### src/shift_unit_pkg.sv
// package: constants, types and register map of the shift and rotate unit
package shift_unit_pkg;

	// geometry
	localparam int WORD_W     = 16;
	localparam int RANGE_WORDS = 4;
	localparam int AREA_W     = 2;
	localparam int ADDR_W     = 10;

	// control word bit positions of the bidirectional shifter
	localparam int CTL_DIR_BIT   = 12;
	localparam int CTL_FILL_BIT  = 13;
	localparam int CTL_EN_BIT    = 14;
	localparam int CTL_RESET_BIT = 15;

	// register byte offsets
	localparam logic [7:0] OFS_COMMAND  = 8'h00;
	localparam logic [7:0] OFS_CONTROL  = 8'h04;
	localparam logic [7:0] OFS_OPERAND  = 8'h08;
	localparam logic [7:0] OFS_RANGE    = 8'h0C;
	localparam logic [7:0] OFS_FLAGS    = 8'h10;
	localparam logic [7:0] OFS_RESULT   = 8'h14;
	localparam logic [7:0] OFS_IRQ_STAT = 8'h18;
	localparam logic [7:0] OFS_IRQ_MASK = 8'h1C;
	localparam logic [7:0] OFS_RANGE_W0 = 8'h20;

	// command register fields
	localparam int CMD_OP_LSB   = 0;
	localparam int CMD_EXEC_BIT = 4;
	localparam int CMD_IND_BIT  = 5;
	localparam int CMD_BAD_BIT  = 6;
	localparam int CMD_PULSE_BIT = 8;
	localparam int CMD_SERIN_BIT = 9;
	localparam int CMD_CLEAR_BIT = 10;

	// range register fields
	localparam int RNG_START_LSB   = 0;
	localparam int RNG_START_AREA  = 10;
	localparam int RNG_END_LSB     = 16;
	localparam int RNG_END_AREA    = 26;

	// flag positions, shared by flags, status and mask registers
	localparam int FLG_CARRY = 0;
	localparam int FLG_ZERO  = 1;
	localparam int FLG_ERROR = 2;
	localparam int FLG_DONE  = 3;
	localparam int FLAG_W    = 4;

	localparam logic [31:0] RESET_WORD = 32'h0000_0000;

	typedef enum logic [2:0] {
		OP_SERIAL   = 3'h0,
		OP_BIDIR    = 3'h1,
		OP_SHL      = 3'h2,
		OP_SHR      = 3'h3,
		OP_ROL      = 3'h4,
		OP_ROR      = 3'h5,
		OP_SCAN_END = 3'h6
	} opcode_t;

	typedef enum logic [1:0] {
		AXR_OKAY   = 2'h0,
		AXR_SLVERR = 2'h2
	} axi_resp_t;

	typedef struct packed {
		logic carry;
		logic zero;
		logic error;
	} flags_t;

endpackage : shift_unit_pkg

### src/bit_shift_rotate_unit.sv
// shift and rotate execution unit with an axi4-lite register slave
//
// Overview of operation
// - rising pulse, clear off: load serial input
// - serial shift moves range up, drops top
// - pulse steady or falling: contents unchanged
// - start word lowest, end word highest
// - clear held: range zero, no shifting
// - serial shift leaves all flags alone
// - area mismatch or start above end: error
// - enabled bidirectional shift via carry and fill
// - condition off or enable off: unchanged
// - reset bit clears range and carry
// - carry takes start bit 00 or end 15
// - left shift zero fill, bit 15 to carry
// - right shift zero fill, bit 00 to carry
// - executed word op updates zero flag
// - right rotate through carry
// - scan end clears carry flag
// - bad indirect address raises error flag
`timescale 1ns/1ps
module bit_shift_rotate_unit
	import shift_unit_pkg::*;
#(
	parameter int NUM_WORDS = RANGE_WORDS
)(
	input  wire logic        clk_sys,
	input  wire logic        rst_n,
	input  wire logic [7:0]  s_axi_awaddr,
	input  wire logic        s_axi_awvalid,
	output logic             s_axi_awready,
	input  wire logic [31:0] s_axi_wdata,
	input  wire logic [3:0]  s_axi_wstrb,
	input  wire logic        s_axi_wvalid,
	output logic             s_axi_wready,
	output logic [1:0]       s_axi_bresp,
	output logic             s_axi_bvalid,
	input  wire logic        s_axi_bready,
	input  wire logic [7:0]  s_axi_araddr,
	input  wire logic        s_axi_arvalid,
	output logic             s_axi_arready,
	output logic [31:0]      s_axi_rdata,
	output logic [1:0]       s_axi_rresp,
	output logic             s_axi_rvalid,
	input  wire logic        s_axi_rready,
	output logic             irq
);

	localparam int RW = NUM_WORDS * WORD_W;

	// elaboration check: the range word index decode is three bits wide
	if (NUM_WORDS < 1 || NUM_WORDS > 8)
	begin : gBadWords
		$error("NUM_WORDS must be 1..8");
	end

	// register state
	logic [31:0]       commandReg;
	logic [15:0]       controlReg;
	logic [15:0]       operandReg;
	logic [31:0]       rangeReg;
	logic [RW-1:0]     shiftReg;
	flags_t            flagsReg;
	logic [FLAG_W-1:0] irqStatReg;
	logic [FLAG_W-1:0] irqMaskReg;
	logic              pulseLastReg;

	// write channel capture: address and data may arrive in either order
	logic [7:0]  wAddrReg;
	logic [31:0] wDataReg;
	logic [3:0]  wStrbReg;
	logic        wAddrHeldReg;
	logic        wDataHeldReg;
	logic        wrFire;
	logic        execFire;

	assign s_axi_awready = !wAddrHeldReg && !s_axi_bvalid;
	assign s_axi_wready  = !wDataHeldReg && !s_axi_bvalid;
	assign wrFire        = wAddrHeldReg && wDataHeldReg && !s_axi_bvalid;

	// address and data holding registers
	always_ff @(posedge clk_sys or negedge rst_n)
	begin
		if (!rst_n)
		begin
			wAddrReg     <= 8'h00;
			wDataReg     <= RESET_WORD;
			wStrbReg     <= 4'h0;
			wAddrHeldReg <= 1'b0;
			wDataHeldReg <= 1'b0;
		end
		else
		begin
			if (s_axi_awvalid && s_axi_awready)
			begin
				wAddrReg     <= s_axi_awaddr;
				wAddrHeldReg <= 1'b1;
			end
			else if (wrFire)
				wAddrHeldReg <= 1'b0;
			if (s_axi_wvalid && s_axi_wready)
			begin
				wDataReg     <= s_axi_wdata;
				wStrbReg     <= s_axi_wstrb;
				wDataHeldReg <= 1'b1;
			end
			else if (wrFire)
				wDataHeldReg <= 1'b0;
		end
	end

	// byte-lane merge of a write into an existing word
	function automatic logic [31:0] mergeBytes(input logic [31:0] old, input logic [31:0] nu,
		input logic [3:0] strb);
		logic [31:0] res;
		res = old;
		for (int b = 0; b < 4; b++)
			if (strb[b])
				res[8*b +: 8] = nu[8*b +: 8];
		return res;
	endfunction : mergeBytes

	logic [31:0] wMerged;
	logic        wMapped;
	logic [2:0]  wWordIdx;
	assign wWordIdx = 3'((wAddrReg - OFS_RANGE_W0) >> 2);
	always_comb
	begin
		wMapped = 1'b1;
		wMerged = RESET_WORD;
		case (wAddrReg)
			OFS_COMMAND:  wMerged = mergeBytes(commandReg, wDataReg, wStrbReg);
			OFS_CONTROL:  wMerged = mergeBytes({16'h0000, controlReg}, wDataReg, wStrbReg);
			OFS_OPERAND:  wMerged = mergeBytes({16'h0000, operandReg}, wDataReg, wStrbReg);
			OFS_RANGE:    wMerged = mergeBytes(rangeReg, wDataReg, wStrbReg);
			OFS_IRQ_STAT: wMerged = wDataReg;
			OFS_IRQ_MASK: wMerged = mergeBytes({28'h0, irqMaskReg}, wDataReg, wStrbReg);
			default:
			begin
				wMapped = wAddrReg >= OFS_RANGE_W0 && wAddrReg[1:0] == 2'b00
					&& int'(wWordIdx) < NUM_WORDS && wAddrReg < 8'h40;
				wMerged = wDataReg;
			end
		endcase
	end

	// any command write evaluates the instruction once, whether or not the exec bit is set
	assign execFire = wrFire && wAddrReg == OFS_COMMAND;

	// write response
	always_ff @(posedge clk_sys or negedge rst_n)
	begin
		if (!rst_n)
		begin
			s_axi_bvalid <= 1'b0;
			s_axi_bresp  <= AXR_OKAY;
		end
		else if (wrFire)
		begin
			s_axi_bvalid <= 1'b1;
			s_axi_bresp  <= wMapped ? AXR_OKAY : AXR_SLVERR;
		end
		else if (s_axi_bready)
			s_axi_bvalid <= 1'b0;
	end

	// plain configuration registers
	always_ff @(posedge clk_sys or negedge rst_n)
	begin
		if (!rst_n)
		begin
			commandReg <= RESET_WORD;
			controlReg <= 16'h0000;
			rangeReg   <= RESET_WORD;
			irqMaskReg <= '0;
		end
		else if (wrFire)
		begin
			case (wAddrReg)
				OFS_COMMAND:  commandReg <= wMerged;
				OFS_CONTROL:  controlReg <= wMerged[15:0];
				OFS_RANGE:    rangeReg   <= wMerged;
				OFS_IRQ_MASK: irqMaskReg <= wMerged[FLAG_W-1:0];
				default:      ;
			endcase
		end
	end

	// decoded instruction fields, taken from the incoming command word; range fields from the range register
	opcode_t     op;
	logic        execCond;
	logic        badIndirect;
	logic        pulseNow;
	logic        serialIn;
	logic        clearIn;
	logic        rangeBad;
	logic [AREA_W-1:0] startArea;
	logic [AREA_W-1:0] endArea;
	logic [ADDR_W-1:0] startAddr;
	logic [ADDR_W-1:0] endAddr;
	assign op          = opcode_t'(wMerged[CMD_OP_LSB +: 3]);
	assign execCond    = wMerged[CMD_EXEC_BIT];
	assign badIndirect = wMerged[CMD_IND_BIT] && wMerged[CMD_BAD_BIT];
	assign pulseNow    = wMerged[CMD_PULSE_BIT];
	assign serialIn    = wMerged[CMD_SERIN_BIT];
	assign clearIn     = wMerged[CMD_CLEAR_BIT];
	assign startAddr   = rangeReg[RNG_START_LSB +: ADDR_W];
	assign startArea   = rangeReg[RNG_START_AREA +: AREA_W];
	assign endAddr     = rangeReg[RNG_END_LSB +: ADDR_W];
	assign endArea     = rangeReg[RNG_END_AREA +: AREA_W];
	assign rangeBad    = startArea != endArea || startAddr > endAddr;

	// live range width: words from start to end inclusive, low word at bit 0
	logic [RW-1:0] rangeMask;
	logic [RW-1:0] topBitMask;
	logic [ADDR_W-1:0] spanWords;
	assign spanWords = endAddr - startAddr;
	genvar g;
	generate
		for (g = 0; g < NUM_WORDS; g++)
		begin : gSpan
			assign rangeMask[g*WORD_W +: WORD_W]  = {WORD_W{int'(spanWords) >= g}};
			assign topBitMask[g*WORD_W +: WORD_W] =
				{int'(spanWords) == g, {(WORD_W-1){1'b0}}};
		end
	endgenerate

	// single-word results
	logic [15:0] wordRes;
	logic        wordCarry;
	always_comb
	begin
		wordRes   = operandReg;
		wordCarry = flagsReg.carry;
		case (op)
			OP_SHL: {wordCarry, wordRes} = {operandReg, 1'b0};
			OP_SHR: {wordRes, wordCarry} = {1'b0, operandReg};
			OP_ROL: {wordCarry, wordRes} = {operandReg, flagsReg.carry};
			OP_ROR: {wordRes, wordCarry} = {flagsReg.carry, operandReg};
			default: ;
		endcase
	end
	logic isWordOp;
	assign isWordOp = op == OP_SHL || op == OP_SHR || op == OP_ROL || op == OP_ROR;

	// bidirectional range shift; bit 12 on shifts toward the start word
	logic [RW-1:0] bidirRes;
	logic          bidirCarry;
	logic          topBit;
	assign topBit = |(shiftReg & topBitMask);
	always_comb
	begin
		if (controlReg[CTL_DIR_BIT])
		begin
			bidirRes   = (shiftReg >> 1) | (topBitMask & {RW{controlReg[CTL_FILL_BIT]}});
			bidirCarry = shiftReg[0];
		end
		else
		begin
			bidirRes   = RW'({shiftReg, controlReg[CTL_FILL_BIT]});
			bidirCarry = topBit;
		end
		bidirRes = bidirRes & rangeMask;
	end

	// serial shifter edge memory follows every serial evaluation
	always_ff @(posedge clk_sys or negedge rst_n)
	begin
		if (!rst_n)
			pulseLastReg <= 1'b0;
		else if (execFire && op == OP_SERIAL)
			pulseLastReg <= pulseNow;
	end

	// shift range storage: instruction evaluation or direct word write
	always_ff @(posedge clk_sys or negedge rst_n)
	begin
		if (!rst_n)
			shiftReg <= '0;
		else if (execFire && op == OP_SERIAL && !rangeBad)
		begin
			if (clearIn)
				shiftReg <= '0;
			else if (pulseNow && !pulseLastReg)
				shiftReg <= RW'({shiftReg, serialIn}) & rangeMask;
			// otherwise held
		end
		else if (execFire && op == OP_BIDIR && execCond && !rangeBad)
		begin
			if (controlReg[CTL_RESET_BIT])
				shiftReg <= '0;
			else if (controlReg[CTL_EN_BIT])
				shiftReg <= bidirRes;
			// enable off
		end
		else if (wrFire && wMapped && wAddrReg >= OFS_RANGE_W0)
			shiftReg[int'(wWordIdx)*WORD_W +: WORD_W] <= wMerged[15:0];
	end

	// operand word: written by software, replaced by executed word ops
	always_ff @(posedge clk_sys or negedge rst_n)
	begin
		if (!rst_n)
			operandReg <= 16'h0000;
		else if (execFire && isWordOp && execCond && !badIndirect)
			operandReg <= wordRes;
		else if (wrFire && wAddrReg == OFS_OPERAND)
			operandReg <= wMerged[15:0];
	end

	// flags; serial evaluations never touch them
	always_ff @(posedge clk_sys or negedge rst_n)
	begin
		if (!rst_n)
			flagsReg <= '0;
		else if (execFire)
		begin
			case (op)
				OP_BIDIR:
					if (rangeBad || badIndirect)
						flagsReg.error <= 1'b1;
					else if (execCond)
					begin
						flagsReg.error <= 1'b0;
						if (controlReg[CTL_RESET_BIT])
							flagsReg.carry <= 1'b0;
						else if (controlReg[CTL_EN_BIT])
							flagsReg.carry <= bidirCarry;
					end
				OP_SHL, OP_SHR, OP_ROL, OP_ROR:
					if (badIndirect)
						flagsReg.error <= 1'b1;
					else if (execCond)
					begin
						flagsReg.error <= 1'b0;
						flagsReg.carry <= wordCarry;
						flagsReg.zero  <= wordRes == 16'h0000;
					end
				OP_SCAN_END: flagsReg.carry <= 1'b0;
				default: ;
			endcase
		end
	end

	// sticky events: set wins over a write-one clear in the same cycle
	logic [FLAG_W-1:0] irqSet;
	assign irqSet[FLG_CARRY] = execFire && isWordOp && execCond && !badIndirect && wordCarry;
	assign irqSet[FLG_ZERO]  = execFire && isWordOp && execCond && !badIndirect
		&& wordRes == 16'h0000;
	assign irqSet[FLG_ERROR] = execFire && (badIndirect
		|| (rangeBad && (op == OP_BIDIR || op == OP_SERIAL)));
	assign irqSet[FLG_DONE]  = execFire;
	always_ff @(posedge clk_sys or negedge rst_n)
	begin
		if (!rst_n)
			irqStatReg <= '0;
		else
		begin
			if (wrFire && wAddrReg == OFS_IRQ_STAT)
				irqStatReg <= (irqStatReg & ~wMerged[FLAG_W-1:0]) | irqSet;
			else
				irqStatReg <= irqStatReg | irqSet;
		end
	end
	assign irq = |(irqStatReg & irqMaskReg);

	// read channel: one cycle from address to data
	always_ff @(posedge clk_sys or negedge rst_n)
	begin
		if (!rst_n)
		begin
			s_axi_rvalid <= 1'b0;
			s_axi_rdata  <= RESET_WORD;
			s_axi_rresp  <= AXR_OKAY;
		end
		else if (s_axi_arvalid && s_axi_arready)
		begin
			s_axi_rvalid <= 1'b1;
			s_axi_rresp  <= AXR_OKAY;
			case (s_axi_araddr)
				OFS_COMMAND:  s_axi_rdata <= commandReg;
				OFS_CONTROL:  s_axi_rdata <= {16'h0000, controlReg};
				OFS_OPERAND:  s_axi_rdata <= {16'h0000, operandReg};
				OFS_RANGE:    s_axi_rdata <= rangeReg;
				OFS_FLAGS:    s_axi_rdata <= {29'h0, flagsReg.error, flagsReg.zero,
					flagsReg.carry};
				OFS_RESULT:   s_axi_rdata <= {16'h0000, operandReg};
				OFS_IRQ_STAT: s_axi_rdata <= {28'h0, irqStatReg};
				OFS_IRQ_MASK: s_axi_rdata <= {28'h0, irqMaskReg};
				default:
					if (s_axi_araddr >= OFS_RANGE_W0 && s_axi_araddr[1:0] == 2'b00
						&& int'(3'((s_axi_araddr - OFS_RANGE_W0) >> 2)) < NUM_WORDS
						&& s_axi_araddr < 8'h40)
						s_axi_rdata <= {16'h0000,
							shiftReg[int'(3'((s_axi_araddr - OFS_RANGE_W0) >> 2))*WORD_W +: WORD_W]};
					else
					begin
						s_axi_rdata <= RESET_WORD;
						s_axi_rresp <= AXR_SLVERR;
					end
			endcase
		end
		else if (s_axi_rready)
			s_axi_rvalid <= 1'b0;
	end
	assign s_axi_arready = !s_axi_rvalid;

endmodule : bit_shift_rotate_unit

### config.mk
export PLATFORM = sky130hd
export DESIGN_NAME = bit_shift_rotate_unit
export DESIGN_NICKNAME = d
export VERILOG_FILES = /design/src/shift_unit_pkg.sv /design/src/bit_shift_rotate_unit.sv
export SDC_FILE = /design/constraint.sdc
export NUM_CORES = 1
export LEC_CHECK = 0
export ABC_CLOCK_PERIOD_IN_PS = 4210
export BUFFER_PORTS_ARGS = -buffer_cell sky130_fd_sc_hd__buf_2
export CORE_ASPECT_RATIO = 0.8
export CORE_MARGIN = 4
export CORE_UTILIZATION = 51
export DETAILED_ROUTE_END_ITERATION = 12
export PLACE_DENSITY = 0.69
export SLEW_MARGIN = 20
export SYNTH_ARGS = -nofsm -noshare
export SYNTH_HDL_FRONTEND = slang
export SYNTH_SLANG_ARGS = --single-unit
### constraint.sdc
create_clock -name clk_sys -period 4.21 [get_ports clk_sys]
set_clock_uncertainty 0.2 [all_clocks]
set_input_delay 1.263 -clock clk_sys [delete_from_list [all_inputs] [get_ports clk_sys]]
set_output_delay 1.263 -clock clk_sys [all_outputs]
set_load 0.01 [all_outputs]
==> results of run 1 <==
## stage by stage
step	cell area (µm²)	std cells	power, mW
detailed placement	15200	1968	8.27
floorplan	14300	1578	6.42
global placement	15200	1968	8.21
finish	16200	2019	10.9
global route	16200	2019	11.5
CTS	16200	2019	10.8
## final cells by class
class                           instances  area, µm²  area share, %
Clock inverter                         10        110          0.680
Sequential cell                       254       6360           39.3
Tap cell                              364        455           2.81
Multi-Input combinational cell       1164       7330           45.3
Inverter                               29        109          0.672
Timing Repair Buffer                  157        993           6.14
Clock buffer                           41        831           5.13
## synthesized netlist by cell type (11+ instances only)
library cell,instances,area [µm²]
nand2_1,222,833
a31oi_1,36,225
a221oi_1,11,96.3
nor3_1,24,120
ha_1,18,225
a22oi_1,91,683
o21ai_0,196,981
a211oi_1,15,113
buf_4,11,82.6
buf_2,19,95.1
nand3_1,23,115
dfrtp_1,254,6360
inv_1,28,105
nor2_1,132,495
mux2_2,47,529
a21oi_1,91,455
mux4_2,17,383
nor4_1,13,81.3
clkbuf_1,89,334
mux2i_1,45,450
o21ai_1,20,100
## routing by layer
layer  up-vias  share of wire, %  GRT usage [%]
li1       5868                 -              -
met1      6395                43           45.6
met2       702                42           45.0
met3        96                11           8.26
met4         0               3.8           11.0
met5         -                 0              0
## power groups by stage
| stage | combinational [mW] | clock (mW) | sequential [mW] |
|---|---|---|---|
| global route | 4.76 | 2.64 | 4.05 |
| CTS | 4.31 | 2.55 | 3.94 |
| global placement | 4.25 | 0 | 3.96 |
| finish | 4.42 | 2.52 | 3.99 |
| floorplan | 2.86 | 0 | 3.56 |
| detailed placement | 4.30 | 0 | 3.97 |
## sequential cells by signal (all words and copies together), names as in the netlist, 3 cells and up
name         count
wAddrReg         8
controlReg      16
wStrbReg         4
wDataReg        32
flagsReg         3
irqStatReg       4
commandReg      32
rangeReg        32
irqMaskReg       4
shiftReg        64
s_axi_rdata     32
operandReg      16
## cells by family (layout without fill, tap and decap cells)
group	count (synthesis)	after routing	synth area share (%)
other cells	1	2	0.0262
xor+xnor	8	8	0.489
compound gates	545	545	24.0
buf+inv	160	237	4.77
simple gates	481	481	15.1
flops	254	254	44.3
mux	109	109	9.50
fa+ha+maj	19	19	1.71
## timing repair
| item | CTS | global route |
|---|---|---|
| endpoints found under the setup margin | 0 | 5 |
| setup buffers | 0 | 0 |
| resized for setup | 0 | 2 |
## path summary, 6_finish.rpt
path | end | cells past startpoint
max in group asynchronous | commandReg[6] | 2
setup / recovery | irqStatReg[1] | 11
hold reg to reg | s_axi_bresp[1] | 1
min in group asynchronous | wAddrReg[7] | 1
setup reg to reg | irqStatReg[1] | 11
hold / removal | s_axi_bresp[1] | 1
==> qor.csv, run 1 <==
stage,metric,value,unit
synthesis,synthArstFlopShare,100,%
synthesis,syn-instance-count,1577,
grt,grt_pass1_vias,12400,
clocking,tritoncts,yes,
die,die_height,158,µm
route,ant_nets,0,
grt,overflow,0,
power_and_ir_drop,power.sequential.fraction,36.5,%
route,drt_pass1_iterations,5,
critical_path,critical_path.most_common_cell,nor2_1,
placed_design,dpl_worst_slack,0.156,ns
critical_path,crit_type,flop to flop,
synthesis,dominant_synthesized_flop_cell,dfrtp_1,
critical_path,worst_path_dominant_cell_family,simple AND/OR/NAND/NOR gates,
finish,layout.core_utilization,58.9,%
timing,timing.final.ws_setup,0.128,ns
route,dr_total_vias,13100,
finish,final_common_cell,dfrtp_1,
finish,n_fill_cell,2429,
critical_path,timing.critical_path.arrival,4.35,ns
timing,final_slew_violations,0,
clocking,cts-hold-fix-buffers,0,
clocking,longest_clk_path_bufs,3,
timing,rsz0062_at_grt,no,
clocking,tritoncts_sinks,254,
placed_design,io_buffers,98,
timing,period_minus_slack,4.08,ns
synthesis,synth_seq_cells,254,
die,start_util,52.1,%
die,core_area,27500,µm²
die,rows,54,
synthesis,synth.distinct_cells,81,
clocking,clk_pin_slew,0.06,ns
power_and_ir_drop,comb_power_share,40.5,%
placed_design,gpl.final_weighted_congestion,0.998,
critical_path,r2r_slack,0.13,ns
synthesis,mean_area_per_synthesized_cell,9.09,µm²
clocking,clk-insertion-delay-late,0.55,ns
critical_path,cp_cell_sequence,inv_1 > ha_1 > a22oi_1 > o221ai_1 > a32oi_1 > xnor2_1 > nor2_1 > or3_1 > nor2_1 > nand4_1 > nand2_1,
route,post_drt_wl_per_cell,24.2,µm
finish,drive_above_1_share,18.4,%
critical_path,critical_path_required,4.48,ns
clocking,cts.root.buffer_cell,clkbuf_16,
power_and_ir_drop,total_switching_power,4.72,mW
timing,max_slew_headroom,29.9,%
critical_path,timing.critical_path.buf_inv,1,
synthesis,yosysWarnings,0,
finish,num-nets-final,1712,
timing,timing.final.hold_violations,0,
timing,whs,0.273,ns
power_and_ir_drop,power.ir.vdd_worst,0.000393,V
die,count_of_boundary_i_o_pins,101,
synthesis,syn_area,14300,µm²
power_and_ir_drop,swShare,43.2,%
critical_path,worstReg2RegStart,wAddrReg[3],
power_and_ir_drop,internal_power,6.21,mW
grt,antenna_found_initial,0,
power_and_ir_drop,power.share.clock,23.0,%
min_path,hold_start,s_axi_bresp[1],
timing,tightest_slew,1.05,ns
grt,grt_start_max_net_pins,81,
finish,layout_common_cells,"dfrtp_1 (254), nand2_1 (221), o21ai_0 (196), nor2_1 (130), buf_2 (97)",
min_path,hold_path.class,flop to flop,
die,fp.dieW,195,µm
grt,grt_use_total,31.1,%
clocking,numCtsBuffers,28,
grt,grt_pass1_wl,74.9,mm
route,via_per_inst,6.47,
critical_path,start_kind,flop,
critical_path,critical_path.endpoint_type,flop,
critical_path,worstPathMaxFanout,16,
route,post_route_wl,48.9,mm
clocking,htree_num_levels,1,
synthesis,ys_seq_area_share,44.3,%
route,drc,0,
timing,setup_viol,0,
timing,setup-tns-final,0,ns
power_and_ir_drop,power_density,675,nW/µm²
critical_path,critical_path.startpoint,wAddrReg[3],
finish,insertedDiodeCount,0,
power_and_ir_drop,leakagePower,6.84,nW
timing,layout_worst_path_cycle_share,97.0,%
flow_run,drv.max_cap_violation_count,0,
timing,maxClockFrequency,0.245,GHz
critical_path,cpMaxStageDelayCell,ha_1,
finish,layout-area-overhead-vs-synth,12.9,%
outcome,outcome,"complete, no violations",
die,dieArea,30900,µm²
placed_design,detailed_place_hpwl,34.3,mm
critical_path,critical-path-max-stage-delay,0.65,ns
synthesis,synth_edf_count,0,
route,drt-initial-drc-count,1504,
Note: power is estimated with default switching activity, not from simulation.
==> inputs of run 2 (changes only) <==
--- a/config.mk
+++ b/config.mk
@@ -5,7 +5,7 @@
 export SDC_FILE = /design/constraint.sdc
 export NUM_CORES = 1
 export LEC_CHECK = 0
-export ABC_CLOCK_PERIOD_IN_PS = 4210
+export ABC_CLOCK_PERIOD_IN_PS = 4700
 export BUFFER_PORTS_ARGS = -buffer_cell sky130_fd_sc_hd__buf_2
 export CORE_ASPECT_RATIO = 0.8
 export CORE_MARGIN = 4
==> constraint.sdc (replaced) <==
create_clock -name clk_sys -period 4.7 [get_ports clk_sys]
set_clock_uncertainty 0.2 [all_clocks]
set_input_delay 1.41 -clock clk_sys [delete_from_list [all_inputs] [get_ports clk_sys]]
set_output_delay 1.41 -clock clk_sys [all_outputs]
set_load 0.01 [all_outputs]
==> qor.csv, run 2 (synthesized netlist as in run 1, its figures left out) <==
stage,metric,value,unit
power_and_ir_drop,total_switching_power,4.24,mW
timing,tightest_slew,1.18,ns
clocking,clk-insertion-delay-late,0.56,ns
die,core_area,27500,µm²
clocking,tritoncts_sinks,254,
route,drt-initial-drc-count,1286,
timing,period_minus_slack,4.36,ns
finish,num-nets-final,1698,
route,post_drt_wl_per_cell,24.2,µm
power_and_ir_drop,power_density,610,nW/µm²
grt,grt_pass1_vias,12400,
placed_design,detailed_place_hpwl,33.9,mm
clocking,htree_num_levels,1,
grt,antenna_found_initial,1,
finish,layout-area-overhead-vs-synth,12.4,%
power_and_ir_drop,power.share.clock,24.0,%
clocking,numCtsBuffers,28,
timing,final_slew_violations,0,
power_and_ir_drop,swShare,43.1,%
die,dieArea,30900,µm²
critical_path,critical_path_required,4.96,ns
timing,setup_viol,0,
clocking,clk_pin_slew,0.06,ns
flow_run,drv.max_cap_violation_count,0,
clocking,longest_clk_path_bufs,3,
critical_path,critical_path.endpoint_type,flop,
timing,layout_worst_path_cycle_share,92.8,%
grt,overflow,0,
timing,rsz0062_at_grt,no,
critical_path,start_kind,flop,
finish,layout_common_cells,"dfrtp_1 (254), nand2_1 (220), o21ai_0 (196), nor2_1 (131), buf_2 (97)",
grt,grt_start_max_net_pins,103,
finish,insertedDiodeCount,0,
timing,timing.final.hold_violations,0,
die,rows,54,
power_and_ir_drop,comb_power_share,39.5,%
critical_path,crit_type,flop to flop,
power_and_ir_drop,power.ir.vdd_worst,0.000366,V
clocking,cts.root.buffer_cell,clkbuf_16,
critical_path,r2r_slack,0.34,ns
critical_path,timing.critical_path.arrival,4.62,ns
die,start_util,52.1,%
placed_design,io_buffers,98,
die,fp.dieW,195,µm
min_path,hold_path.class,flop to flop,
power_and_ir_drop,internal_power,5.59,mW
timing,setup-tns-final,0,ns
power_and_ir_drop,power.sequential.fraction,36.5,%
clocking,tritoncts,yes,
placed_design,placedInstanceArea,15100,µm²
finish,top_register,shiftReg,
clocking,cts_post_setup_buffers_inserted,0,
finish,largest_register_ffs,64,
route,via_per_inst,6.49,
die,count_of_boundary_i_o_pins,101,
route,post_route_wl,48.5,mm
critical_path,worstPathMaxFanout,21,
clocking,cts_resized,0,
route,drc,0,
finish,drive_above_1_share,17.8,%
power_and_ir_drop,leakagePower,6.79,nW
route,ant_nets,0,
finish,layout.cell_area.non_filler,16100,µm²
timing,max_slew_headroom,20.9,%
route,drt_pass1_iterations,8,
die,die_height,158,µm
placed_design,gpl.final_weighted_congestion,0.986,
timing,maxClockFrequency,0.229,GHz
outcome,outcome,"complete, no violations",
grt,grt_pass1_wl,74.8,mm
route,dr_total_vias,13000,
grt,grt_use_total,30.7,%
clocking,cts-hold-fix-buffers,0,
finish,final_common_cell,dfrtp_1,
run 2: cell count changes in the layout (fill, tap and decap cells not counted), sizes merged:
cell / change
clkinvlp: +2
clkinv: -3
buf: -14
clkbuf: -3
bufinv: +2
run 2: worst paths after layout:
path | cells past startpoint | from | endpoint
setup / recovery | 12 | wAddrReg[2] | shiftReg[43]
hold / removal | 1 | s_axi_bresp[1] | s_axi_bresp[1]
setup reg to reg | 12 | wAddrReg[2] | shiftReg[43]
hold reg to reg | 1 | s_axi_bresp[1] | s_axi_bresp[1]
max in group asynchronous | 2 | rst_n | wDataReg[7]
min in group asynchronous | 1 | rst_n | rangeReg[20]
run 2: metal layers:
metal | vias to the layer above | part of all wire (%) | wire length [µm] | global-route usage [%]
met4 | 2 | 2.7 | 1300 | 8.11
met3 | 86 | 12 | 5820 | 8.91
met5 | - | 0.027 | 13 | 0
li1 | 5842 | - | - | -
met2 | 685 | 43 | 20600 | 44.6
met1 | 6378 | 43 | 20700 | 45.4
run 2: layout make-up:
| class | count | area (µm²) |
|---|---|---|
| flip-flops and latches | 254 | 6360 |
| multi-input cells | 1164 | 7340 |
| repair buffers | 143 | 863 |
| well taps | 364 | 455 |
| clock inverters | 11 | 175 |
| fillers | 2418 | 11400 |
| clock buffers | 38 | 808 |
| inverters | 29 | 109 |
run 2: power by group through the flow:
stage	combinational, mW	sequential (mW)	clock, mW
detailed placement	3.73	3.56	0
CTS	3.75	3.53	2.37
finish	3.88	3.59	2.36
floorplan	2.56	3.19	0
global route	4.18	3.63	2.47
global placement	3.70	3.55	0
run 2: worst max-delay path, cell delays in order (launching register included):
cell	delay, ns
dfrtp_1	0.50
inv_1	0.15
ha_1	0.46
o311ai_0	0.41
o21ai_0	0.15
o2bb2ai_1	0.21
or2_2	0.52
a21boi_2	0.37
a21o_1	0.15
and2_1	0.55
buf_4	0.32
nor2_1	0.06
a31oi_1	0.19
run 2: through the flow:
stage | cells | util (%) | hold WS [ns] | power [mW] | setup WS, ns
6_report | 2003 | 58.6 | 0.278 | 9.82 | 0.340
4_1_cts | 2003 | 58.5 | 0.283 | 9.66 | 0.385
2_1_floorplan | 1578 | - | 0.241 | 5.75 | 0.920
3_5_place_dp | 1954 | 55.0 | 0.267 | 7.30 | 0.413
3_3_place_gp | 1954 | 55.0 | 0.260 | 7.26 | 0.361
5_1_grt | 2003 | 58.6 | 0.305 | 10.3 | 0.0105
==> inputs of run 3 (changes only) <==
--- a/config.mk
+++ b/config.mk
@@ -5,13 +5,13 @@
 export SDC_FILE = /design/constraint.sdc
 export NUM_CORES = 1
 export LEC_CHECK = 0
-export ABC_CLOCK_PERIOD_IN_PS = 4700
+export ABC_CLOCK_PERIOD_IN_PS = 4600
 export BUFFER_PORTS_ARGS = -buffer_cell sky130_fd_sc_hd__buf_2
 export CORE_ASPECT_RATIO = 0.8
 export CORE_MARGIN = 4
 export CORE_UTILIZATION = 51
 export DETAILED_ROUTE_END_ITERATION = 12
-export PLACE_DENSITY = 0.69
+export PLACE_DENSITY = 0.73
 export SLEW_MARGIN = 20
 export SYNTH_ARGS = -nofsm -noshare
 export SYNTH_HDL_FRONTEND = slang
==> constraint.sdc (replaced) <==
create_clock -name clk_sys -period 4.6 [get_ports clk_sys]
set_clock_uncertainty 0.2 [all_clocks]
set_input_delay 1.38 -clock clk_sys [delete_from_list [all_inputs] [get_ports clk_sys]]
set_output_delay 1.38 -clock clk_sys [all_outputs]
set_load 0.01 [all_outputs]
==> qor.csv, run 3 (synthesized netlist as in run 1, its figures left out) <==
stage,metric,value,unit
critical_path,critical_path.endpoint_type,flop,
power_and_ir_drop,power_density,619,nW/µm²
grt,grt_pass1_vias,12800,
timing,setup-tns-final,0,ns
route,via_per_inst,6.62,
clocking,tritoncts,yes,
placed_design,gpl.final_weighted_congestion,1.02,
timing,setup_viol,0,
critical_path,critical_path_required,4.84,ns
die,core_area,27500,µm²
clocking,longest_clk_path_bufs,3,
timing,period_minus_slack,4.17,ns
grt,grt_pass1_wl,74.9,mm
grt,grt_use_total,30.7,%
outcome,outcome,"complete, no violations",
finish,top_register,shiftReg,
critical_path,timing.critical_path.arrival,4.41,ns
clocking,cts_resized,0,
route,drc,0,
grt,antenna_found_initial,2,
timing,final_slew_violations,0,
clocking,tritoncts_sinks,254,
finish,largest_register_ffs,64,
die,die_height,158,µm
critical_path,worstPathMaxFanout,8,
critical_path,crit_type,flop to flop,
route,post_route_wl,48.0,mm
grt,grt_start_max_net_pins,104,
finish,final_common_cell,dfrtp_1,
die,start_util,52.1,%
clocking,htree_num_levels,1,
die,count_of_boundary_i_o_pins,101,
route,ant_nets,0,
placed_design,io_buffers,98,
clocking,numCtsBuffers,27,
timing,timing.final.ws_setup,0.426,ns
flow_run,drv.max_cap_violation_count,0,
clocking,cts.root.buffer_cell,clkbuf_16,
die,dieArea,30900,µm²
placed_design,dpl_worst_slack,0.457,ns
power_and_ir_drop,leakagePower,6.79,nW
timing,maxClockFrequency,0.240,GHz
clocking,cts_post_setup_buffers_inserted,0,
placed_design,detailed_place_hpwl,33.1,mm
route,drt-initial-drc-count,1904,
route,drt_pass1_iterations,9,
clocking,clk-insertion-delay-late,0.57,ns
placed_design,placedInstanceArea,15200,µm²
finish,drive_above_1_share,18.0,%
finish,layout.cell_area.non_filler,16100,µm²
die,rows,54,
power_and_ir_drop,p_total,9.95,mW
finish,insertedDiodeCount,0,
die,fp.dieW,195,µm
route,post_drt_wl_per_cell,23.9,µm
min_path,hold_path.class,flop to flop,
timing,max_slew_headroom,35.2,%
timing,layout_worst_path_cycle_share,90.7,%
clocking,cts-hold-fix-buffers,0,
timing,timing.final.hold_violations,0,
critical_path,start_kind,flop,
finish,num-nets-final,1701,
route,dr_total_vias,13300,
finish,layout_common_cells,"dfrtp_1 (254), nand2_1 (220), o21ai_0 (196), nor2_1 (130), buf_2 (97)",
finish,layout-area-overhead-vs-synth,12.1,%
clocking,clk_pin_slew,0.07,ns
power_and_ir_drop,power.ir.vdd_worst,0.000464,V
finish,layout.core_utilization,58.5,%
timing,rsz0062_at_grt,no,
grt,overflow,0,
timing,tightest_slew,0.971,ns
[run 3: changes by cell type in the layout (fill, tap and decap cells not counted), moves of 2 or more]
cell | before | now
buf_4 | 43 | 46
bufinv_16 | 4 | 2
clkbuf_1 | 3 | 5
clkinv_2 | 3 | 5
clkinvlp_4 | 2 | 0
[run 3: layer usage]
metal  up-vias  routed length [µm]  track usage [%]
li1       5850                   -                -
met1      6429               18900             43.3
met2       868               20600             46.1
met3       136                6640             8.64
met4         2                1870             10.5
met5         -                   7                0
[run 3: cell type report]
type                    instances  area [µm²]
fillers                      2416       11400
repair buffers                147         906
well taps                     364         455
flip-flops and latches        254        6360
clock buffers                  39         791
inverters                      29         109
multi-input cells            1164        7340
clock inverters                 9         114
[run 3: critical path: stages, from the launching register on]
cell and delay, ns:
dfrtp_1 0.46, ha_1 0.21, inv_1 0.07, fa_1 0.44
a21oi_1 0.28, o221ai_1 0.27, a41o_1 0.30, a31oi_1 0.30
nor4_4 0.12, nand2b_1 0.25, nor2_1 0.54, a31oi_1 0.21
o41ai_2 0.42
[run 3: worst paths after layout]
kind,start,end,slack [ns],cells past startpoint
setup / recovery,rangeReg[0],shiftReg[47],0.43,12
hold / removal,s_axi_rdata[31],s_axi_rdata[31],0.28,2
setup reg to reg,rangeReg[0],shiftReg[47],0.43,12
hold reg to reg,s_axi_rdata[31],s_axi_rdata[31],0.28,2
max in group asynchronous,rst_n,shiftReg[32],2.57,2
min in group asynchronous,rst_n,wStrbReg[3],0.64,1
[run 3: where the power goes]
part | total [mW] | leakage, nW | switching (mW) | internal [mW]
clock | 2.24 | 0.451 | 0.933 | 1.31
sequential | 3.66 | 3.41 | 0.826 | 2.83
combinational | 4.06 | 2.92 | 2.57 | 1.49
[run 3: per-stage QoR]
step,hold slack (ns),std cells
after global placement,0.256,1958
after global routing,0.299,2006
after detailed placement,0.266,1958
final,0.276,2006
after floorplan,0.241,1578
after CTS,0.280,2006
